<file path="config.mk">
export PLATFORM = sky130hd
export DESIGN_NAME = dtm_monitor
export DESIGN_NICKNAME = d
export VERILOG_FILES = /design/src/design/dtm_pkg.sv /design/src/design/dtm_monitor.sv
export SDC_FILE = /design/constraint.sdc
export NUM_CORES = 1
export LEC_CHECK = 0
export BUFFER_PORTS_ARGS = -buffer_cell sky130_fd_sc_hd__buf_2
export CORE_MARGIN = 2
export CORE_UTILIZATION = 56
export DETAILED_ROUTE_END_ITERATION = 10
export HOLD_SLACK_MARGIN = 0.03
export PLACE_DENSITY = 0.7
export SLEW_MARGIN = 20
export SYNTH_ARGS = -nofsm -noshare
export SYNTH_HDL_FRONTEND = slang
export SYNTH_SLANG_ARGS = --single-unit
</file>
<file path="constraint.sdc">
create_clock -name clock -period 4.94 [get_ports clock]
set_clock_uncertainty 0.05 [all_clocks]
set_input_delay 1.235 -clock clock [delete_from_list [all_inputs] [get_ports clock]]
set_output_delay 1.235 -clock clock [all_outputs]
set_load 0.03 [all_outputs]
</file>
<file path="src/design/dtm_pkg.sv">
package dtm_pkg;

	// Sampling clock rate.
	localparam int unsigned CLOCK_HZ = 10_000_000;
	localparam int unsigned CLOCK_PERIOD_NS = 100;

	// Timing figures in their own units.
	localparam int unsigned PULSE_IMMUNE_MS = 2;
	localparam int unsigned REACT_TYP_MS = 6;
	localparam int unsigned MISMATCH_MIN_MS = 1600;
	localparam int unsigned MISMATCH_TYP_MS = 2300;
	localparam int unsigned MISMATCH_MAX_MS = 3000;

	// Cycle counts derived from the rate.
	localparam int unsigned CYC_PER_MS = CLOCK_HZ / 1000;
	localparam int unsigned REACT_CYC = REACT_TYP_MS * CYC_PER_MS;
	localparam int unsigned IMMUNE_CYC = PULSE_IMMUNE_MS * CYC_PER_MS;
	localparam int unsigned MISMATCH_CYC = MISMATCH_TYP_MS * CYC_PER_MS;
	localparam int unsigned MISMATCH_MIN_CYC = MISMATCH_MIN_MS * CYC_PER_MS;
	localparam int unsigned MISMATCH_MAX_CYC = MISMATCH_MAX_MS * CYC_PER_MS;

	localparam int FILT_W = 17;
	localparam int DISC_W = 26;

	typedef logic [FILT_W-1:0] dtm_filt_t;
	typedef logic [DISC_W-1:0] dtm_disc_t;

	typedef enum logic [1:0] {
		DTM_SAFE = 2'b00,
		DTM_RUN_OK = 2'b01,
		DTM_MISMATCH = 2'b10,
		DTM_LOCKED = 2'b11
	} dtm_state_e;

	// Filtered view of the two channels.
	typedef struct packed {
		logic chan_a;
		logic chan_b;
	} dtm_chan_s;

endpackage

</file>
<file path="src/design/dtm_monitor.sv">
// What this block does
// - Both filtered channels low: inhibit drive and turn safe status on.
// - Both filtered channels high: release inhibit, status off.
// - Exactly one channel high: keep inhibit, status off.
// - No fault while channels disagree for 1.6 s or less.
// - Fault always declared once disagreement lasts beyond 3.0 s.
// - On timeout enter locked state: inhibit on, status off, channel inputs ignored.
// - Locked state leaves only by full power cycle, nothing else.
// - Low test pulses narrower than 2 ms never invoke the inhibit.
// - A channel going low acts after staying low about 6 ms.
// - Trip raised at start attempt or while running if inhibited or faulted.
// - Log trip entry at start attempt when inhibited or inhibit while running.
// - No trip entry when inhibit becomes active while not running.
// - Mismatch detection time nominally 2.3 s, between minimum and maximum.
`timescale 1ns/100ps
`default_nettype none
module dtm_monitor
	import dtm_pkg::*;
#(
	parameter int unsigned REACT_CYCLES = REACT_CYC,
	parameter int unsigned MISMATCH_CYCLES = MISMATCH_CYC
)
(
	// Clock and power-on reset
	input wire logic clock,
	input wire logic resetn,
	// Safety channel pins
	input wire logic safety_channel_a_input,
	input wire logic safety_channel_b_input,
	// Drive control side
	input wire logic start_request,
	input wire logic drive_running,
	// Results
	output logic drive_inhibit,
	output logic safe_state_status_positive,
	output logic safe_state_status_negative,
	output logic lockout_fault,
	output logic torque_off_trip,
	output logic trip_log_pulse
);

	logic [1:0] sync1_r;
	logic [1:0] sync2_r;
	dtm_chan_s filt_r, filt_nxt;
	dtm_filt_t low_cnt_r [2];
	dtm_filt_t low_cnt_nxt [2];
	dtm_disc_t disc_r, disc_nxt;
	dtm_state_e state_r, state_nxt;
	logic inhibit_r, inhibit_nxt;
	logic stat_r, stat_nxt;
	logic trip_r, trip_nxt;
	logic log_r, log_nxt;
	logic fault_r, fault_nxt;
	logic inhibit_was_r;

	// True while the two filtered channels hold opposite levels.
	function automatic logic chans_disagree(input dtm_chan_s c);
		return c.chan_a != c.chan_b;
	endfunction

	// Pins come from outside the clock domain.
	always_ff @(posedge clock or negedge resetn)
	begin
		if (!resetn)
		begin
			sync1_r <= 2'h0;
			sync2_r <= 2'h0;
		end
		else
		begin
			sync1_r <= {safety_channel_a_input, safety_channel_b_input};
			sync2_r <= sync1_r;
		end
	end

	// High is taken at once; low only after a full reaction time.
	// Rising straight through keeps the restart path fast, while the long low
	// qualification is what swallows test pulses.
	always_comb
	begin
		filt_nxt = filt_r;
		low_cnt_nxt = low_cnt_r;
		for (int i = 0; i < 2; i++)
		begin
			if (sync2_r[1-i])
				low_cnt_nxt[i] = '0;
			else if (low_cnt_r[i] < FILT_W'(REACT_CYCLES))
				low_cnt_nxt[i] = low_cnt_r[i] + FILT_W'(1);
		end
		filt_nxt.chan_a = sync2_r[1] ? 1'b1 : (low_cnt_nxt[0] >= FILT_W'(REACT_CYCLES) ? 1'b0 : filt_r.chan_a);
		filt_nxt.chan_b = sync2_r[0] ? 1'b1 : (low_cnt_nxt[1] >= FILT_W'(REACT_CYCLES) ? 1'b0 : filt_r.chan_b);
	end

	// Mismatch timer and state.
	always_comb
	begin
		disc_nxt = '0;
		state_nxt = state_r;
		unique case (state_r)
			DTM_LOCKED:
				state_nxt = DTM_LOCKED;
			// Every code of the two-bit state is legal, so there is no default arm.
			DTM_SAFE, DTM_RUN_OK, DTM_MISMATCH:
			begin
				if (chans_disagree(filt_r))
				begin
					disc_nxt = disc_r + DISC_W'(1);
					if (disc_nxt >= DISC_W'(MISMATCH_CYCLES))
						state_nxt = DTM_LOCKED;
					else
						state_nxt = DTM_MISMATCH;
				end
				else if (filt_r.chan_a)
					state_nxt = DTM_RUN_OK;
				else
					state_nxt = DTM_SAFE;
			end
		endcase
		inhibit_nxt = (state_nxt != DTM_RUN_OK);
		stat_nxt = (state_nxt == DTM_SAFE);
		fault_nxt = (state_nxt == DTM_LOCKED);
		trip_nxt = inhibit_r && (start_request || drive_running);
		log_nxt = inhibit_r && ((start_request && !drive_running) || (drive_running && !inhibit_was_r));
	end

	always_ff @(posedge clock or negedge resetn)
	begin
		if (!resetn)
		begin
			filt_r <= '0;
			low_cnt_r[0] <= '0;
			low_cnt_r[1] <= '0;
			disc_r <= '0;
			state_r <= DTM_SAFE;
			inhibit_r <= 1'b1;
			stat_r <= 1'b1;
			trip_r <= 1'b0;
			log_r <= 1'b0;
			fault_r <= 1'b0;
			inhibit_was_r <= 1'b1;
		end
		else
		begin
			filt_r <= filt_nxt;
			low_cnt_r <= low_cnt_nxt;
			disc_r <= disc_nxt;
			state_r <= state_nxt;
			inhibit_r <= inhibit_nxt;
			stat_r <= stat_nxt;
			trip_r <= trip_nxt;
			log_r <= log_nxt;
			fault_r <= fault_nxt;
			inhibit_was_r <= inhibit_r;
		end
	end

	assign drive_inhibit = inhibit_r;
	assign safe_state_status_positive = stat_r;
	assign safe_state_status_negative = stat_r;
	assign lockout_fault = fault_r;
	assign torque_off_trip = trip_r;
	assign trip_log_pulse = log_r;

	chk_lock_holds: assert property (@(posedge clock) disable iff (!resetn)
		fault_r |=> fault_r && inhibit_r && !stat_r) else $error("lockout released");
	chk_lock_inhibits: assert property (@(posedge clock) disable iff (!resetn)
		state_r == DTM_LOCKED |-> ##1 (inhibit_r && !stat_r)) else $error("locked but not inhibited");
	chk_mismatch_fault: assert property (@(posedge clock) disable iff (!resetn)
		(disc_r == DISC_W'(MISMATCH_CYCLES - 1) && chans_disagree(filt_r)) |=> state_r == DTM_LOCKED)
		else $error("mismatch timeout missed");
	chk_no_early_fault: assert property (@(posedge clock) disable iff (!resetn)
		$rose(fault_r) |-> $past(disc_r) >= DISC_W'(MISMATCH_CYCLES - 1)) else $error("fault too early");
	chk_both_low: assert property (@(posedge clock) disable iff (!resetn)
		(!filt_r.chan_a && !filt_r.chan_b && state_r != DTM_LOCKED) |=> (inhibit_r && stat_r))
		else $error("safe state not shown");
	chk_both_high: assert property (@(posedge clock) disable iff (!resetn)
		(filt_r.chan_a && filt_r.chan_b && state_r != DTM_LOCKED) |=> (!inhibit_r && !stat_r))
		else $error("inhibit not released");
	chk_one_high: assert property (@(posedge clock) disable iff (!resetn)
		chans_disagree(filt_r) |=> (inhibit_r && !stat_r)) else $error("single channel not inhibited");
	chk_short_pulse: assert property (@(posedge clock) disable iff (!resetn)
		($fell(sync2_r[1]) && filt_r.chan_a) ##1 (!sync2_r[1]) [*3] ##1 sync2_r[1]
		|-> filt_r.chan_a ##1 filt_r.chan_a)
		else $error("short pulse reached filter");
	chk_trip_flag: assert property (@(posedge clock) disable iff (!resetn)
		(inhibit_r && drive_running) |=> torque_off_trip) else $error("trip not raised");
	chk_log_idle: assert property (@(posedge clock) disable iff (!resetn)
		(!drive_running && !start_request) |=> !trip_log_pulse) else $error("log while idle");

	// A four-cycle low pulse is far below the immunity width at any usable clock rate.
	chk_short_pulse_b: assert property (@(posedge clock) disable iff (!resetn)
		($fell(sync2_r[0]) && filt_r.chan_b) ##1 (!sync2_r[0]) [*3] ##1 sync2_r[0]
		|-> filt_r.chan_b ##1 filt_r.chan_b)
		else $error("short pulse on B reached filter");
	chk_react_a: assert property (@(posedge clock) disable iff (!resetn)
		$fell(filt_r.chan_a) |-> (!$past(sync2_r[1]) && !$past(sync2_r[1], 2)))
		else $error("channel A dropped too soon");
	chk_react_b: assert property (@(posedge clock) disable iff (!resetn)
		$fell(filt_r.chan_b) |-> (!$past(sync2_r[0]) && !$past(sync2_r[0], 2)))
		else $error("channel B dropped too soon");
	chk_fast_release: assert property (@(posedge clock) disable iff (!resetn)
		(&sync2_r) |=> (filt_r.chan_a && filt_r.chan_b))
		else $error("high channels not passed");
	chk_log_start: assert property (@(posedge clock) disable iff (!resetn)
		(inhibit_r && start_request && !drive_running) |=> trip_log_pulse)
		else $error("start attempt not logged");
	chk_log_rise: assert property (@(posedge clock) disable iff (!resetn)
		($rose(inhibit_r) && drive_running) |=> trip_log_pulse)
		else $error("inhibit while running not logged");
	chk_trip_start: assert property (@(posedge clock) disable iff (!resetn)
		(inhibit_r && start_request) |=> torque_off_trip)
		else $error("start attempt not tripped");
	chk_trip_clear: assert property (@(posedge clock) disable iff (!resetn)
		!inhibit_r |=> !torque_off_trip)
		else $error("trip without inhibit");
	// This one watches the reset itself, so it cannot share the reset disable.
	chk_power_on: assert property (@(posedge clock)
		(!resetn ##1 !resetn) |-> (inhibit_r && stat_r && !fault_r && state_r == DTM_SAFE))
		else $error("power-on state wrong");

endmodule
`default_nettype wire

</file>
==> results.toml, run 1 <==
[global_routing]
grt_pass1_wl_um = 12400
track_usage_pct = 20.5
antenna_found_initial = 0
grt_overflow = 0
grt_max_degree = 75
grt_pass1_vias = 2619

[worst_setup_path]
cp-start-kind = "flip-flop"
r2r_slack_ps = 2430
path_class = "flip-flop to flip-flop"
r2r_cells = 8
crit_fanout = 5
endpoint_kind = "flip-flop"
worstPathArrival_ps = 2720
cp.required_ps = 5150
timing.rr.end = "state_r[0]"
reg2reg_from = "disc_r[0]"

[final_layout]
seqCellArea_um2 = 1860
final_nets = 416
final-instance-count-excl-fill = 492
multi_input_area_um2 = 1940
layout_commonest_cell = "dfrtp_1"
final_core_util_pct = 61.3
layout_common_cells = "dfrtp_1 (71), nor2_1 (67), xor2_1 (29)"
drive_gt1_share_pct = 10.7
antennaDiodeCount = 0
fill_cells = 621
synthToLayoutAreaGrowth_pct = 6.74

[routing]
wl_per_cell_um = 14.1
via_per_inst = 5.68
route.detailed.drc = 0
vias = 2796
drt_iter0_markers = 154
wl_um = 6960
ant_nets = 0
dr.pass1.iters = 4

[floorplan]
fp.dieH_um = 87.3
boundaryPins = 12
die_w_um = 87.3
core_area_um2 = 6760
rows = 30
dieArea_um2 = 7620
start_util_pct = 57.5

[clock_network]
clk_pin_slew_ps = 80
htree_levels = 3
numCtsBuffers = 9
clock_sinks = 74
post_cts_resized = 0
clkLatencyLatePin_ps = 340
cts_tree = "built"
ctsHoldBuffers = 0
clockRootBuffer = "clkbuf_8"
clockBufferDepth = 2
postCtsSetupRepairBufs = 0

[timing]
tightest_slew_ps = 888
fin_setup_tns_ps = 0
relSlewSlack_pct = 40.8
max_freq_ghz = 0.398
slew_viol_final = 0
setup_viol = 0
post-route-period-util_pct = 50.9
report.final.hold_viol_count = 0
rsz0062_at_grt = "no"
post-route-min-period_ps = 2510
holdWs_ps = 294

[synth]
synth_cell_types = 62
syn_inst = 399
yosys_warnings = 0
synthArstFlopShare_pct = 100
synth-edff-count = 0
ys_seq_elements = 74
synth_fp_nets = 408
synth_area_um2 = 3880
syn_area_per_cell_um2 = 9.73
ys_dominant_reg_cell = "dfrtp_1"
seq_area_frac_synth_pct = 47.8

[place]
detailed_place_hpwl_um = 4720
port_buffers = 11
gp_congestion = 0.887
placedCellCount = 476

[power_and_ir_drop]
powerDensity_nw_per_um2 = 259
ir_worst_vdd_mv = 0.174
power.leakage_nw = 1.77

[hold_path]
hold_path_startpoint = "sync1_r[0]"
whs_path_depth = 0
min_to = "sync2_r[0]"
worstHoldPathType = "flip-flop to flip-flop"

[flow_run]
maxCapViolations = 0

[outcome]
status = "finished clean"
[area by class of cell]
cell class                 count  share of cell area (%)
tap                           80                    2.42
clock inverter                 6                   0.845
timing repair buffer          11                    1.39
clock buffer                  10                    3.08
sequential                    74                    44.8
multi-input combinational    303                    46.8
inverter                       8                   0.725
[logic make-up after synthesis]
logic type | synth area share (%)
flops | 47.8
compound gates | 10.4
xor+xnor | 11.7
fa+ha+maj | 0.967
mux | 1.32
buf+inv | 2.29
simple gates | 25.5
[Yosys cell counts (all sizes together), types with 3 or more instances]
| library cell | count | share of area, % |
|---|---|---|
| and3 | 16 | 2.7 |
| or2 | 4 | 0.64 |
| nand4 | 13 | 2.6 |
| nor4 | 5 | 1.4 |
| nor3 | 7 | 1.3 |
| dfstp | 3 | 2.0 |
| ha | 3 | 0.97 |
| a21oi | 10 | 1.3 |
| nor2 | 67 | 6.5 |
| nand2 | 25 | 2.4 |
| and2 | 3 | 0.48 |
| xnor2 | 23 | 5.2 |
| o21ai | 13 | 1.7 |
| dfrtp | 71 | 46 |
| mux2i | 4 | 1.0 |
| a211oi | 6 | 1.3 |
| nor2b | 8 | 1.3 |
| o211ai | 4 | 0.77 |
| and4 | 3 | 0.71 |
| inv | 8 | 0.77 |
| xor2 | 29 | 6.5 |
| a31oi | 3 | 0.64 |
| o2111ai | 5 | 1.1 |
| buf | 4 | 0.55 |
| or3 | 4 | 0.64 |
| clkbuf | 10 | 0.97 |
| nand3 | 22 | 2.8 |
| a21boi | 3 | 0.58 |
[layer usage]
layer / GRT usage [%] / routed length, um
met1: 31.6 / 3660
met2: 29.6 / 3060
met3: 3.60 / 145
met4: 5.87 / 89
met5: 0 / 0
[worst max path at each step]
stage	cells after the start	slack, ps	to	startpoint
after floorplan	8	2690	state_r[0]	disc_r[8]
after global placement	7	2450	filt_r[1]	low_cnt_r[33]
after detailed placement	7	2470	filt_r[1]	low_cnt_r[33]
after CTS	7	2430	filt_r[1]	low_cnt_r[33]
after global routing	7	2180	filt_r[1]	low_cnt_r[33]
final	8	2430	state_r[0]	disc_r[0]
[where the power goes]
group	switching (W)	total, W	internal, W	leakage (nW)
sequential	0.0000119	0.000629	0.000617	0.990
combinational	0.0000308	0.0000455	0.0000147	0.702
clock	0.000221	0.000399	0.000179	0.0818
[worst max-delay path, cell delays in order, from the launching register on]
cell and delay (ps):
dfrtp_1 410, ha_1 270, nand4_1 130, nor4_2 410, nand4_1 180, xor2_1 180, or4b_1 470, and3_4 200
a31oi_2 140
[sequential cells by signal, summed over array words and instances (netlist names)]
register                    count
disc_r                         26
drive_inhibit                   1
filt_r                          2
inhibit_was_r                   1
lockout_fault                   1
low_cnt_r                      34
safe_state_status_negative      1
state_r                         2
sync1_r                         2
sync2_r                         2
torque_off_trip                 1
trip_log_pulse                  1
[stage by stage]
stage          setup slack [ps]  instance area (um2)  total power (W)
5_1_grt                    2180                 4140          0.00113
6_report                   2430                 4140          0.00107
2_1_floorplan              2690                 3880         0.000665
3_3_place_gp               2450                 3980         0.000687
4_1_cts                    2430                 4140          0.00109
3_5_place_dp               2470                 3980         0.000688
(Power assumes the default switching activity.)
==> inputs of run 2 (changes only) <==
- PLACE_DENSITY: 0.7 -> 0.73
- clock period: 4.94 -> 2.3 ns (I/O delays scaled with it)
==> run 2 against run 1 <==
  * The flow now finishes with violations (setup timing)
  * Count of clock-buffer cells in the layout increased by 1
  * Core utilization increased by 7.4 points
  * Total power increased to 2.5 times the previous value
  * Critical path depth increased by 1
  * Die area unchanged
  * Design area increased by 12%
  * Register-to-register slack got worse by 2500 ps
  * Fmax increased by 7.3%
  * Cell count increased by 8.9%
  * Critical endpoint unchanged
==> results.toml, run 2 (synthesis results as in run 1) <==
[worst_setup_path]
cp-start-kind = "flip-flop"
cp_slowest_cell = "a2111o_1"
endpoint_kind = "flip-flop"
cp.required_ps = 2520
crit_fanout = 4
crit_top_cell = "buf_4"
worstPathArrival_ps = 2560
path_class = "flip-flop to flip-flop"
cp.depth = 9
worstPathCellList = "buf_4, nand3_1, buf_4, nand2_1, mux2_1, o21ai_0, a2111o_1, a221o_1, a31oi_2"
max_stage_delay_ps = 450
path_buf_inv = 2
path_delay_family = "compound AO/OA/AOI/OAI gates"
r2r_cells = 9

[routing]
vias = 3154
route.detailed.drc = 0
via_per_inst = 5.88
wl_um = 8620
ant_nets = 0
drt_iter0_markers = 203
dr.pass1.iters = 4
wl_per_cell_um = 16.1

[final_layout]
final-instance-count-excl-fill = 536
antennaDiodeCount = 0
layout_commonest_cell = "dfrtp_1"
final_nets = 460
final_core_util_pct = 68.7
largestRegisters = "low_cnt_r (34), disc_r (26)"
registers.top_by_ff_count = "low_cnt_r"
synthToLayoutAreaGrowth_pct = 19.6
layout_common_cells = "dfrtp_1 (71), nor2_1 (67), buf_4 (44)"
drive_gt1_share_pct = 21.5
largest_reg_flops = 34

[timing]
max_freq_ghz = 0.427
setup_slack_ps = -40.9
rsz0062_at_grt = "yes"
report.final.hold_viol_count = 0
post-route-min-period_ps = 2340
post-route-period-util_pct = 102
fin_setup_tns_ps = -58.8
relSlewSlack_pct = 58.9
tightest_slew_ps = 610
setup_viol = 2
slew_viol_final = 0

[floorplan]
boundaryPins = 12
start_util_pct = 57.5
core_area_um2 = 6760
rows = 30
dieArea_um2 = 7620
fp.dieH_um = 87.3
die_w_um = 87.3

[hold_path]
worstHoldPathType = "input port to async pin"

[clock_network]
clk_pin_slew_ps = 70
cts_tree = "built"
clkLatencyLatePin_ps = 350
clock_sinks = 74
ctsHoldBuffers = 0
numCtsBuffers = 9
htree_levels = 3
clockRootBuffer = "clkbuf_8"
clockBufferDepth = 2

[power_and_ir_drop]
power.share.clock_pct = 45.6
finalPower_w = 0.00269
switching_share_pct = 21.5
power_frac_seq_pct = 50.1
p_sw_w = 0.000580
powerDensity_nw_per_um2 = 580
power.leakage_nw = 2.06
ir_worst_vdd_mv = 0.345
power_frac_comb_pct = 4.3
internal_power_w = 0.00211

[place]
detailed_place_hpwl_um = 6000
port_buffers = 11
placedCellCount = 517
gp_congestion = 0.911

[global_routing]
grt_pass1_vias = 3059
grt_overflow = 0
antenna_found_initial = 0
grt_max_degree = 39
grt_pass1_wl_um = 14400
track_usage_pct = 24.2

[flow_run]
maxCapViolations = 0

[outcome]
status = "complete, but fails checks"
violations = "setup timing"
-- run 2: changes by cell type in the layout (fill, tap and decap cells not counted), sizes merged --
cell / change
clkbuf: +1
bufinv: +3
clkinvlp: -1
clkinv: -3
buf: +44
-- run 2: path summary, 6_finish.rpt --
kind,from,slack [ps],end
max,disc_r[0],-40,state_r[0]
min,resetn,140,low_cnt_r[22]
max reg2reg,disc_r[0],-40,state_r[0]
min reg2reg,sync1_r[0],310,sync2_r[0]
max in group asynchronous,resetn,1450,safe_state_status_negative
min in group clock,safety_channel_b_input,270,sync1_r[0]
-- run 2: stage by stage --
step / setup WS (ps) / area, um2 / hold WS [ps]
after floorplan: 52.4 / 3880 / 229
after global placement: 14.7 / 4300 / 282
after detailed placement: -60.6 / 4300 / 290
after CTS: 0.478 / 4580 / 154
after global routing: -86.7 / 4640 / 176
final: -40.9 / 4640 / 137
-- run 2: layout make-up --
class | instances | area, um2
fillers | 514 | 2110
flip-flops and latches | 74 | 1860
repair buffers | 55 | 400
clock buffers | 11 | 141
clock inverters | 5 | 103
well taps | 80 | 100
multi-input cells | 303 | 2010
inverters | 8 | 30.0
-- run 2: timing repair --
item,4_1_cts,5_1_grt
gates resized for setup,6,9
endpoints found under the setup margin,3,4
gates cloned,0,0
pin swaps,3,4
buffers inserted,1,2
-- run 2: routing by layer --
layer  part of all wire (%)  GRT usage [%]
met3                    3.6           3.22
met4                    2.2           9.51
met1                     44           32.4
met2                     50           40.0
met5                      0              0
-- run 2: power groups by stage --
stage / Clock, W / Combinational (W) / Sequential, W
global route: 0.00131 / 0.000133 / 0.00135
floorplan: 0 / 0.0000507 / 0.00138
finish: 0.00123 / 0.000116 / 0.00135
detailed placement: 0 / 0.000116 / 0.00137
global placement: 0 / 0.000112 / 0.00137
CTS: 0.00124 / 0.000117 / 0.00135
